File: src/cam_fmt_cfg.svh
// Offsets, field positions, reset values and timing counts of the video formatter
`ifndef CAM_FMT_CFG_SVH
`define CAM_FMT_CFG_SVH
`define A_CTRL 8'h00
`define A_WIN_H 8'h04
`define A_WIN_V 8'h08
`define A_STAT 8'h0C
`define CTRL_MSB 9
`define SIZE_LSB 16
`define ARR_W 10'h164
`define ARR_H 10'h124
`define MIN_WIN 10'h002
`define RST_HS 10'h002
`define RST_VS 10'h002
`define RST_W 10'h160
`define RST_H 10'h120
`define H_TOTAL 10'h1A4
`define V_TOTAL 10'h138
`define VS_FIRST 10'h12C
`define VS_LAST 10'h12F
`define HS_FIRST 10'h172
`define HS_LAST 10'h192
`define PIX_MIN 8'h01
`define PIX_MAX 8'hFE
`define BLANK_Y 8'h10
`define BLANK_UV 8'h80
`define CLK_NS 10
`define PIX_NS 160
`define BASE_DIV (`PIX_NS / `CLK_NS)
`endif

File: src/cam_fmt_pkg.sv
// Types shared by the video output formatter
package cam_fmt_pkg;
   typedef enum logic [2:0] {
      F_YUV16 = 3'h0,
      F_YUV8 = 3'h1,
      F_RGB8 = 3'h3,
      F_RGB656 = 3'h2,
      F_RGB16 = 3'h6,
      F_NIB = 3'h7,
      F_RGBNIB = 3'h5
   } fmt_e;
   typedef struct packed {
      logic mode_ygl;
      logic rev;
      logic yus;
      logic uvs;
      logic wide;
      logic quarter_resolution_mode;
      logic bw;
      fmt_e fmt;
   } ctrl_s;
   typedef struct packed {
      logic [9:0] st;
      logic [9:0] sz;
   } span_s;
   typedef struct packed {
      logic [7:0] y;
      logic [7:0] u;
      logic [7:0] v;
   } pix_s;
endpackage

File: src/cam_video_formatter.sv
// Video output formatter of the camera with its AHB-Lite configuration slave
//
// Chosen here: the address map and the AHB-Lite interface to the registers.
`timescale 1ns/1ps
`include "cam_fmt_cfg.svh"
module cam_video_formatter
   import cam_fmt_pkg::*;
#(
   parameter int BASE_DIV = `BASE_DIV,
   parameter logic [9:0] H_TOTAL = `H_TOTAL,
   parameter logic [9:0] V_TOTAL = `V_TOTAL
) (
   input wire logic hclk,
   input wire logic hresetn,
   input wire logic hsel,
   input wire logic [31:0] haddr,
   input wire logic [1:0] htrans,
   input wire logic hwrite,
   input wire logic [2:0] hsize,
   input wire logic [31:0] hwdata,
   input wire logic hready,
   output logic hreadyout,
   output logic hresp,
   output logic [31:0] hrdata,
   input wire pix_s pix_i,
   output logic pix_req,
   output logic pclk,
   output logic [7:0] y_o,
   output logic y_oe,
   output logic [7:0] uv_o,
   output logic uv_oe,
   output logic line_valid,
   output logic vsync,
   output logic composite_line_sync,
   output logic odd_field_flag
);
   localparam int SH = $clog2(BASE_DIV);
   localparam int SL1 = BASE_DIV / 2;
   localparam logic [SH-1:0] DIVM = SH'(BASE_DIV - 1);

   ctrl_s ctrl_q;
   span_s hwin_q, vwin_q;
   logic wr_q;
   logic [7:0] wa_q;
   logic [31:0] rdata_q;
   logic take;
   logic [SH-1:0] div_q;
   logic [9:0] h_q, v_q;
   logic odd_q;
   pix_s cur_q;

   function automatic span_s fit(input logic [9:0] s, input logic [9:0] w, input logic [9:0] lim);
      span_s r;
      r.st = (s > lim - `MIN_WIN) ? lim - `MIN_WIN : s;
      r.sz = (w < `MIN_WIN) ? `MIN_WIN : ((w > lim - r.st) ? lim - r.st : w);
      return r;
   endfunction

   function automatic logic [7:0] clip(input logic [7:0] b);
      clip = (b < `PIX_MIN) ? `PIX_MIN : ((b > `PIX_MAX) ? `PIX_MAX : b);
   endfunction

   // AHB-Lite slave: zero wait, always OKAY, unmapped reads zero
   assign take = hsel & htrans[1] & hready;

   always_ff @(posedge hclk or negedge hresetn) begin
      if (!hresetn) begin
         wr_q <= 1'b0;
         wa_q <= 8'h00;
      end else begin
         wr_q <= take & hwrite;
         wa_q <= haddr[7:0];
      end
   end

   always_ff @(posedge hclk or negedge hresetn) begin
      if (!hresetn) begin
         ctrl_q <= '0;
         hwin_q <= '{st: `RST_HS, sz: `RST_W};
         vwin_q <= '{st: `RST_VS, sz: `RST_H};
      end else if (wr_q) begin
         unique case (wa_q)
            `A_CTRL: ctrl_q <= ctrl_s'(hwdata[`CTRL_MSB:0]);
            // Writes are forced into the array so the window logic never wraps
            `A_WIN_H: hwin_q <= fit(hwdata[9:0], hwdata[`SIZE_LSB +: 10], `ARR_W);
            `A_WIN_V: vwin_q <= fit(hwdata[9:0], hwdata[`SIZE_LSB +: 10], `ARR_H);
            default: ;
         endcase
      end
   end

   always_ff @(posedge hclk or negedge hresetn) begin
      if (!hresetn) begin
         rdata_q <= 32'h0000_0000;
      end else if (take & !hwrite) begin
         unique case (haddr[7:0])
            `A_CTRL: rdata_q <= {22'h00_0000, ctrl_q};
            `A_WIN_H: rdata_q <= {6'h00, hwin_q.sz, 6'h00, hwin_q.st};
            `A_WIN_V: rdata_q <= {6'h00, vwin_q.sz, 6'h00, vwin_q.st};
            `A_STAT: rdata_q <= {6'h00, v_q, 6'h00, h_q};
            default: rdata_q <= 32'h0000_0000;
         endcase
      end
   end

   always_ff @(posedge hclk or negedge hresetn) begin
      if (!hresetn) begin
         hreadyout <= 1'b0;
         hresp <= 1'b0;
      end else begin
         hreadyout <= 1'b1;
         hresp <= 1'b0;
      end
   end
   assign hrdata = rdata_q;

   // Raster counters run from hclk alone, so window settings cannot touch rates
   always_ff @(posedge hclk or negedge hresetn) begin
      if (!hresetn) begin
         div_q <= '0;
         h_q <= 10'h000;
         v_q <= 10'h000;
      end else begin
         div_q <= (div_q == DIVM) ? '0 : div_q + 1'b1;
         if (div_q == DIVM) begin
            h_q <= (h_q == H_TOTAL - 10'h001) ? 10'h000 : h_q + 10'h001;
            if (h_q == H_TOTAL - 10'h001) begin
               v_q <= (v_q == V_TOTAL - 10'h001) ? 10'h000 : v_q + 10'h001;
            end
         end
      end
   end

   always_ff @(posedge hclk or negedge hresetn) begin
      if (!hresetn) begin
         odd_q <= 1'b0;
      end else if (div_q == '0 && h_q == 10'h000 && v_q == 10'h000) begin
         odd_q <= ~odd_q;
      end
   end

   // Mode decode and slot timing
   logic rgb, nib, eight, uv16, wide2;
   logic [1:0] slog;
   logic [3:0] lg;
   logic [SH:0] pcnt, mask, off, half;
   logic [1:0] k;
   logic sst, rise, pst, par;

   always_comb begin
      rgb = ctrl_q.fmt inside {F_RGB16, F_RGB8, F_RGB656, F_RGBNIB};
      nib = ctrl_q.fmt inside {F_NIB, F_RGBNIB};
      eight = ctrl_q.fmt inside {F_YUV8, F_RGB8, F_RGB656};
      uv16 = !ctrl_q.bw && (ctrl_q.fmt inside {F_YUV16, F_RGB16});
      wide2 = uv16 && ctrl_q.wide;
      if (nib) begin
         slog = ctrl_q.bw ? 2'd1 : 2'd2;
      end else if ((eight && !ctrl_q.bw) || wide2) begin
         slog = 2'd1;
      end else begin
         slog = 2'd0;
      end
      lg = 4'(SH) + {3'b000, ctrl_q.quarter_resolution_mode} - {2'b00, slog};
      pcnt = ctrl_q.quarter_resolution_mode ? {h_q[0], div_q} : {1'b0, div_q};
      mask = (SH+1)'((1 << lg) - 1);
      half = (SH+1)'(1 << (lg - 4'd1));
      off = pcnt & mask;
      k = 2'(pcnt >> lg);
      sst = off == '0;
      rise = off == half;
      pst = div_q == '0 && (!ctrl_q.quarter_resolution_mode || !h_q[0]);
      par = ctrl_q.quarter_resolution_mode ? h_q[1] : h_q[0];
   end

   always_ff @(posedge hclk or negedge hresetn) begin
      if (!hresetn) begin
         cur_q <= '0;
      end else if (pst) begin
         cur_q <= pix_i;
      end
   end

   // Byte selection per mode
   pix_s s;
   logic [7:0] c, ra, rb, b0, b1, b8, y16, uv16b, yb, code_b, xy, nbyte;
   logic hwin, vwin, qline, act, csav, ceav, code_hit, bsel;
   logic [9:0] hend;
   logic [1:0] cidx;

   always_comb begin
      s = pst ? pix_i : cur_q;
      c = (par ^ ctrl_q.uvs) ? s.v : s.u;
      ra = ctrl_q.uvs ? s.u : s.y;
      rb = ctrl_q.uvs ? s.y : s.u;
      if (rgb) begin
         b0 = par ? ra : rb;
         b1 = par ? rb : ra;
      end else begin
         b0 = ctrl_q.yus ? s.y : c;
         b1 = ctrl_q.yus ? c : s.y;
      end
      bsel = (slog == 2'd2) ? k[1] : k[0];
      b8 = ctrl_q.bw ? s.y : (bsel ? b1 : b0);
      y16 = (rgb && !ctrl_q.bw) ? ra : s.y;
      uv16b = rgb ? rb : c;
      hwin = h_q >= hwin_q.st && h_q < hwin_q.st + hwin_q.sz;
      vwin = v_q >= vwin_q.st && v_q < vwin_q.st + vwin_q.sz;
      qline = !ctrl_q.quarter_resolution_mode || !v_q[0];
      act = hwin && vwin && qline;
      hend = hwin_q.st + hwin_q.sz;
      // Codes sit in the two pixel slots on each side of the window
      csav = h_q == hwin_q.st - 10'h002 || h_q == hwin_q.st - 10'h001;
      ceav = h_q == hend || h_q == hend + 10'h001;
      code_hit = ctrl_q.fmt == F_RGB656 && vwin && qline && (csav || ceav);
      cidx = {h_q[0] ^ (csav ? hwin_q.st[0] : hend[0]), k[0]};
      xy = {1'b1, odd_q, 1'b0, ceav, ceav, odd_q ^ ceav, odd_q, odd_q ^ ceav};
      unique case (cidx)
         2'd0: code_b = 8'hFF;
         2'd3: code_b = xy;
         default: code_b = 8'h00;
      endcase
      nbyte = clip(b8);
      if (code_hit) begin
         yb = code_b;
      end else if (!act) begin
         yb = `BLANK_Y;
      end else if (nib) begin
         yb = {k[0] ? nbyte[3:0] : nbyte[7:4], 4'h0};
      end else if (slog == 2'd1 && !wide2) begin
         yb = nbyte;
      end else begin
         yb = clip(y16);
      end
   end

   // Everything the receiver samples moves at the falling pixel clock edge
   always_ff @(posedge hclk or negedge hresetn) begin
      if (!hresetn) begin
         pclk <= 1'b0;
      end else if (sst) begin
         pclk <= 1'b0;
      end else if (rise) begin
         pclk <= 1'b1;
      end
   end

   always_ff @(posedge hclk or negedge hresetn) begin
      if (!hresetn) begin
         y_o <= 8'h00;
         uv_o <= 8'h00;
         line_valid <= 1'b0;
         vsync <= 1'b0;
         composite_line_sync <= 1'b0;
         odd_field_flag <= 1'b0;
         // A slot start that finds pclk still low (after reset, or when a mode write shortens the
         // slot) is skipped, so the bus only ever moves together with a falling pclk
      end else if (sst && pclk) begin
         y_o <= ctrl_q.rev ? {<<{yb}} : yb;
         uv_o <= act ? (ctrl_q.rev ? {<<{clip(uv16b)}} : clip(uv16b)) : `BLANK_UV;
         line_valid <= act;
         vsync <= v_q >= `VS_FIRST && v_q < `VS_LAST;
         composite_line_sync <= (h_q >= `HS_FIRST && h_q < `HS_LAST) ^ (v_q >= `VS_FIRST && v_q < `VS_LAST);
         odd_field_flag <= odd_q;
      end
   end

   always_ff @(posedge hclk or negedge hresetn) begin
      if (!hresetn) begin
         y_oe <= 1'b0;
         uv_oe <= 1'b0;
         pix_req <= 1'b0;
      end else begin
         y_oe <= 1'b1;
         uv_oe <= uv16;
         pix_req <= pst;
      end
   end

   a_no_reserved: assert property (@(posedge hclk) disable iff (!hresetn)
      (line_valid && !ctrl_q.fmt[2]) |-> (y_o != 8'h00 && y_o != 8'hFF && uv_o != 8'h00 && uv_o != 8'hFF))
      else $error("reserved code on data bus");

   a_data_on_fall: assert property (@(posedge hclk) disable iff (!hresetn)
      ($changed(y_o) || $changed(line_valid)) |-> (!pclk && $past(pclk)))
      else $error("data moved away from falling clock edge");

   a_rate_8bit: assert property (@(posedge hclk) disable iff (!hresetn)
      ($fell(pclk) && ctrl_q.fmt == F_YUV8 && !ctrl_q.bw && !ctrl_q.quarter_resolution_mode && $stable(ctrl_q))
      |-> ##SL1 $fell(pclk))
      else $error("8-bit clock not at twice pixel rate");

   a_uv_off_8bit: assert property (@(posedge hclk) disable iff (!hresetn)
      (eight && $past(eight)) |-> !uv_oe)
      else $error("UV driven in 8-bit mode");

   a_bw_uv_hiz: assert property (@(posedge hclk) disable iff (!hresetn)
      $past(ctrl_q.bw) |-> !uv_oe)
      else $error("UV driven in mono mode");

   a_win_legal: assert property (@(posedge hclk) disable iff (!hresetn)
      hwin_q.sz >= `MIN_WIN && hwin_q.st + hwin_q.sz <= `ARR_W && vwin_q.st + vwin_q.sz <= `ARR_H)
      else $error("window outside array");

   a_rate_fixed: assert property (@(posedge hclk) disable iff (!hresetn)
      (div_q == DIVM) |=> (h_q != $past(h_q)) ##1 (h_q == $past(h_q)))
      else $error("pixel position rate disturbed");

   a_sav_seq: assert property (@(posedge hclk) disable iff (!hresetn)
      (sst && code_hit && cidx == 2'd0 && !ctrl_q.quarter_resolution_mode && !ctrl_q.rev && $stable(ctrl_q))
      |=> (y_o == 8'hFF) ##SL1 (y_o == 8'h00))
      else $error("656 code sequence broken");
endmodule

File: config.mk
export PLATFORM = sky130hd
export DESIGN_NAME = cam_video_formatter
export DESIGN_NICKNAME = d
export VERILOG_FILES = /design/src/cam_fmt_pkg.sv /design/src/cam_video_formatter.sv
export VERILOG_INCLUDE_DIRS = /design/src /design/src/src
export SDC_FILE = /design/constraint.sdc
export NUM_CORES = 1
export LEC_CHECK = 0
export BUFFER_PORTS_ARGS = -buffer_cell sky130_fd_sc_hd__buf_4
export CORE_ASPECT_RATIO = 0.9
export CORE_MARGIN = 3
export CORE_UTILIZATION = 40
export CTS_BUF_LIST = sky130_fd_sc_hd__clkbuf_4 sky130_fd_sc_hd__clkbuf_8
export DETAILED_ROUTE_END_ITERATION = 6
export GPL_TIMING_DRIVEN = 0
export PLACE_DENSITY = 0.56
export SYNTH_ARGS = -nofsm -noshare
export SYNTH_HDL_FRONTEND = slang
export SYNTH_SLANG_ARGS = --single-unit
File: constraint.sdc
create_clock -name hclk -period 11.9 [get_ports hclk]
set_input_delay 2.38 -clock hclk [delete_from_list [all_inputs] [get_ports hclk]]
set_output_delay 2.38 -clock hclk [all_outputs]
set_load 0.05 [all_outputs]
==> impl_metrics.json, run 1 <==
{
  "tns_ns": 0,
  "clk_pin_slew_ns": 0.11,
  "dr.max_layer_used": "met4",
  "fin_crit_ns": 6.792,
  "setup_violations": 0,
  "synthCells": 1497,
  "io_buffers": 101,
  "numClockSinks": 152,
  "die_h_um": 176.7,
  "crit_fanout": 10,
  "postCtsSetupBuffers": 0,
  "pre_cts_ws_ns": 4.710,
  "power_leakage_uw": 0.006833,
  "wl_mm": 42.76,
  "period_share_pct": 57.07,
  "place_hpwl_mm": 33.75,
  "clock_skew_ns": 0.03199,
  "final-hold-violation-count": 0,
  "synthFlopType": "dfrtp_1",
  "wl_met3_mm": 2.864,
  "synth_area_mm2": 0.01295,
  "endpoint_kind": "register",
  "vias": 11880,
  "yosys_warnings": 0,
  "synth_cell_type_count": 102,
  "drv_cap": 0,
  "postCtsResizedCells": 0,
  "die_w_um": 195.7,
  "utilization_pct": 47.04,
  "cts_hold_buf": 0,
  "initial_core_util_pct": 41.29,
  "io_pins": 156,
  "min-delay-start": "cur_q[4]",
  "drive_gt1_share_pct": 15.92,
  "design_power_total_uw": 1211,
  "diodes": 0,
  "hold_path.class": "reg2reg",
  "avgRoutedWirePerCell_um": 20.81,
  "worst_ep_required_time_ns": 12.34,
  "gp_congestion": 0.9652,
  "met1_length_mm": 21.48,
  "r2r_start": "vwin_q[11]",
  "die_area_mm2": 0.03458,
  "grt_antenna_before_repair": 1,
  "status": "finished clean",
  "overflow": 0,
  "startpoint_type": "input pin",
  "worstSetupPathType": "in2reg",
  "max_slew.worst_pin.slew_ns": 1.041,
  "synth_edf_count": 0,
  "track_usage_pct": 24.50,
  "cts_made_buffers": 17,
  "viasPerCell": 5.781,
  "worst_slack_ns": 5.108,
  "cp-startpoint": "hwdata[4]",
  "cts_tree": "done",
  "wl_met2_mm": 17.80,
  "ys_seq_elements": 152,
  "rsz0062_at_grt": "no",
  "final_nets": 1833,
  "avgSynthCellArea_um2": 8.653,
  "drtIter0Drc": 1088,
  "htree_levels": 4,
  "cts_max_path_buffers": 2,
  "fmax_mhz": 147.2,
  "slew-limit-headroom_pct": 29.72,
  "drc_errors": 0,
  "maxSlewViolCount": 0,
  "grt_pass1_vias": 11240,
  "areaGrowthSynthToFinish_pct": 13.92,
  "synth-seq-area-share_pct": 29.43,
  "arrival_ns": 7.23,
  "clkLatencyLatePin_ns": 0.49,
  "irDropWorstVdd_uv": 64.36,
  "powerDensity_mw_per_mm2": 82.10,
  "firstDrtPassIters": 7,
  "drtAntennaViolNets": 0,
  "core_mm2": 0.03137,
  "grt_pass1_wl_mm": 66.60,
  "cts_root_buf": "clkbuf_8",
  "grt_max_degree": 103,
  "rows": 61,
  "async_reset_ff_share_pct": 100.0
}
## sequential cells by signal, summed over array words and instances (netlist names), 4 cells and up
register / cells
cur_q: 24
hrdata: 20
hwin_q: 20
vwin_q: 20
ctrl_q: 10
h_q: 10
v_q: 10
uv_o: 8
wa_q: 8
y_o: 8
div_q: 4
## Yosys cell counts, drive strengths merged, types with 6 or more instances
cell type	number	area (µm²)
xor2	29	254.0
a22oi	17	127.6
mux2	38	427.9
o32ai	6	52.55
or2	9	56.30
clkbuf	53	198.9
o21ai	112	560.5
mux2i	39	402.9
or4	7	52.55
o211ai	10	75.07
nand2	213	802.0
and4	6	52.55
a22o	11	96.34
dfstp	7	183.9
mux4	22	495.5
dfrtp	145	3628
a31oi	8	50.05
nor3	37	201.5
a21oi	77	385.4
nand3	39	195.2
nand2b	25	156.4
nor4	17	112.6
a311oi	6	52.55
ha	100	1251
a21o	26	195.2
a211oi	11	87.58
nand4	17	106.4
and3	12	75.07
xnor2	44	404.1
o21bai	6	45.04
nor2	86	325.3
o21a	7	52.55
or3	10	62.56
buf	36	245.2
o31ai	7	57.55
inv	78	292.8
nor2b	16	100.1
and2	11	68.81
## worst paths after layout
| path | end | slack (ns) | cells past startpoint |
|---|---|---|---|
| min | cur_q[4] | 0.48 | 2 |
| min in group asynchronous | hwin_q[4] | 1.77 | 1 |
| max reg2reg | y_o[4] | 6.10 | 20 |
| max in group asynchronous | cur_q[4] | 9.26 | 2 |
| min reg2reg | cur_q[4] | 0.48 | 2 |
| max | hwin_q[6] | 5.11 | 20 |
## per-layer routing
| metal | vias up | GRT usage, % |
|---|---|---|
| li1 | 5674 | - |
| met1 | 5765 | 38.75 |
| met2 | 400 | 35.38 |
| met3 | 41 | 3.159 |
| met4 | 0 | 5.346 |
| met5 | - | 0 |
## power by group
part           total (µW)  internal, µW  switching [µW]
logic                 235          89.4             146
registers             544           530            13.9
clock network         432           165             267
## layout make-up
class                           instances  area, µm²
Inverter                               79      296.5
Multi-Input combinational cell       1191       8459
Clock inverter                         15      197.7
Sequential cell                       152       3812
Tap cell                              409      511.7
Clock buffer                           17      234.0
Timing Repair Buffer                  103      800.8
Fill cell                            3107      16610
Buffer                                 89      444.2
## layout by cell type (no fill, tap or decap), types with 43 or more instances in the layout
| master | count |
|---|---|
| a21oi_1 | 77 |
| nor2_1 | 85 |
| o21ai_0 | 109 |
| clkbuf_1 | 53 |
| inv_1 | 76 |
| ha_1 | 100 |
| buf_4 | 119 |
| dfrtp_1 | 145 |
| nand2_1 | 212 |
| xnor2_1 | 43 |
## critical path, stage by stage
cell and delay, ns:
buf_4 0.16, nor2_1 0.29, nand2_1 0.12, a31o_2 0.26, a21oi_1 0.37, clkbuf_1 0.40
nor2b_1 0.22, ha_1 0.20, nand2b_1 0.15, a21oi_1 0.09, or4_1 0.46, ha_1 0.32
nand4_1 0.14, nor3_1 0.20, a2111oi_0 0.09, a31oi_1 0.36, clkbuf_1 0.49, mux2i_1 0.30
nand3_1 0.13, nand2_1 0.10
## stage by stage
stage	area [µm²]	instances	hold slack, ns
detailed placement	14330	2023	0.4614
floorplan	13010	1511	0.4401
global route	14760	2055	0.5105
finish	14760	2055	0.4824
global placement	14280	2021	0.4580
CTS	14760	2055	0.4846
## kinds of logic (layout without fill, tap and decap cells)
kind of cell	after synthesis	count (layout)	synth area share [%]
buf+inv	168	303	5.718
mux	99	99	10.24
compound gates	369	369	19.03
fa+ha+maj	102	102	9.968
other cells	2	16	0.05798
xor+xnor	76	76	5.602
flops	152	152	29.43
simple gates	529	529	19.96
Note: power is estimated with default switching activity, not from simulation.
==> run 2: changes to the inputs <==
ABC_AREA = 1   (was unset)
clock period = 6.3 ns   (was 11.9 ns; I/O delays follow)
==> run 2 against run 1 <==
  * Hold slack better by 0.013 ns
  * Clock skew decreased by 0.014 ns
  * Critical path depth rose by 5
  * Combinational power grew to 2.6 times the previous value
  * Largest cell class unchanged
==> impl_metrics.json, run 2 <==
{
  "grt_antenna_before_repair": 0,
  "status": "finished clean",
  "numClockSinks": 152,
  "synth_edf_count": 0,
  "irDropWorstVdd_uv": 138.0,
  "viasPerCell": 5.283,
  "drv_cap": 0,
  "final_cell_mix": "nand2_1 (539), inv_1 (243), dfrtp_1 (145), nand3_1 (143), o21ai_0 (138)",
  "fin_crit_ns": 5.213,
  "grt_max_degree": 79,
  "synth_largest_area_cell": "dfrtp_1",
  "avgRoutedWirePerCell_um": 18.07,
  "slowest_stage": "o311ai_1",
  "synth_cell_type_count": 60,
  "rsz0062_at_grt": "no",
  "overflow": 0,
  "yosys_warnings": 0,
  "setup_violations": 0,
  "maxSlewViolCount": 0,
  "grt_pass1_vias": 12060,
  "async_reset_ff_share_pct": 100.0,
  "synthFlopType": "dfrtp_1",
  "largest_register_ffs": 24,
  "synthTopCellsByCount": "nand2_1 (539), inv_1 (243), dfrtp_1 (145)",
  "initial_core_util_pct": 40.98,
  "final_nets": 2205,
  "drive_gt1_share_pct": 11.74,
  "fmax_mhz": 191.8,
  "drtIter0Drc": 1057,
  "nFillCells": 3298,
  "endpoint_kind": "register",
  "cts_hold_buf": 0,
  "cp_slowest_stage_delay_ns": 0.43,
  "drtAntennaViolNets": 0,
  "io_buffers": 102,
  "final-hold-violation-count": 0,
  "postCtsSetupBuffers": 0,
  "final_common_cell": "nand2_1",
  "firstDrtPassIters": 5,
  "synth-seq-area-share_pct": 29.87,
  "max_slew.worst_pin.slew_ns": 1.174,
  "tns_ns": 0,
  "clock_skew_ns": 0.01808,
  "path_buf_inv": 7,
  "drc_errors": 0,
  "cts_root_buf": "clkbuf_8",
  "yosysMostFrequentCell": "nand2_1",
  "cp_num_cells": 25,
  "core_mm2": 0.03114,
  "whs_ns": 0.4949,
  "power_leakage_uw": 0.007688,
  "place_hpwl_mm": 34.89,
  "cts_max_path_buffers": 2,
  "die_w_um": 194.3,
  "synth_area_mm2": 0.01276,
  "clkLatencyLatePin_ns": 0.50,
  "postCtsResizedCells": 0,
  "areaGrowthSynthToFinish_pct": 14.14,
  "placed_cell_area_mm2": 0.01413,
  "slew-limit-headroom_pct": 21.03,
  "cts_tree": "done",
  "startpoint_type": "input pin",
  "ys_seq_elements": 152,
  "htree_levels": 4,
  "grt_pass1_wl_mm": 69.23,
  "worstSetupPathType": "in2reg",
  "track_usage_pct": 25.86,
  "rr_worst_depth": 25,
  "crit_family": "compound AO/OA/AOI/OAI gates",
  "arrival_ns": 5.61,
  "finalInstanceArea_mm2": 0.01457,
  "regMostFlops": "cur_q",
  "vias": 12820,
  "worst_ep_required_time_ns": 6.69,
  "die_area_mm2": 0.03409,
  "wl_mm": 43.86,
  "powerDensity_mw_per_mm2": 171.9,
  "cp_common_cell": "inv_1",
  "synth_top_area_share_pct": 28.43,
  "rows": 61,
  "io_pins": 156,
  "gp_congestion": 0.9239,
  "hold_path.class": "reg2reg",
  "diodes": 0,
  "crit_fanout": 10,
  "synthCells": 1869,
  "die_h_um": 175.5,
  "period_share_pct": 82.75,
  "clk_pin_slew_ns": 0.11,
  "avgSynthCellArea_um2": 6.828,
  "cts_made_buffers": 17,
  "synth.area.top_cells": "dfrtp_1 (28%), nand2_1 (16%), ha_1 (9.8%)",
  "min_path_cells": 2,
  "utilization_pct": 46.78
}
run 2: worst register-to-register path, stage by stage, from the launching register on:
cell	delay [ns]
dfrtp_1	0.49
ha_1	0.25
inv_1	0.06
fa_1	0.41
o21ai_0	0.30
nand2_1	0.08
nand2_1	0.08
a21oi_1	0.08
nor2_1	0.08
o21ai_0	0.08
nand2_1	0.08
xnor2_1	0.12
ha_1	0.25
nand2_1	0.11
nor2_1	0.05
a221oi_1	0.39
nand2_1	0.18
nor3_1	0.80
inv_1	0.24
a21oi_1	0.19
nand2_1	0.09
nand3_1	0.07
nand2_1	0.05
inv_1	0.05
nand2_1	0.06
nand2_1	0.07
run 2: logic make-up after synthesis:
family | share of synthesized area [%]
other cells | 0.05885
fa+ha+maj | 10.12
flops | 29.87
compound gates | 13.43
xor+xnor | 4.314
mux | 0.08823
buf+inv | 10.12
simple gates | 32.00
run 2: cell type report:
class	instances	area [µm²]	share of cell area (%)
Tap cell	409	511.7	3.513
Buffer	60	334.1	2.293
Multi-Input combinational cell	1416	7717	52.98
Inverter	255	957.2	6.571
Clock buffer	17	234.0	1.606
Sequential cell	152	3812	26.17
Timing Repair Buffer	103	800.8	5.497
Clock inverter	15	198.9	1.366
run 2: metal layers:
metal	global-route usage (%)	vias to the layer above	wire length, µm
met5	0	-	0
met4	6.222	0	731
met3	5.677	41	3431
met2	37.50	429	17960
met1	39.08	5962	21740
li1	-	6391	-
run 2: power breakdown:
group,internal [µW],leakage (µW),total (µW),switching (µW)
Combinational,199,0.00569,618,420
Clock,343,0.000213,838,495
Sequential,1020,0.00179,1050,32.4
Total,1560,0.00769,2500,947
run 2: final timing paths:
check	start	end	slack, ns
max	hwdata[2]	hwin_q[7]	1.09
min	y_o[1]	y_o[1]	0.49
max reg2reg	vwin_q[10]	y_o[0]	1.56
min reg2reg	y_o[1]	y_o[1]	0.49
max in group asynchronous	hresetn	vwin_q[5]	4.70
min in group asynchronous	hresetn	cur_q[1]	0.74
run 2: through the flow:
step / instances / total power (µW) / setup slack, ns
2_1_floorplan: 1883 / 1471 / 1.817
3_3_place_gp: 2394 / 1669 / 0.6932
3_5_place_dp: 2395 / 1678 / 0.6960
4_1_cts: 2427 / 2530 / 1.218
5_1_grt: 2427 / 2645 / 0.8249
6_report: 2427 / 2504 / 1.087
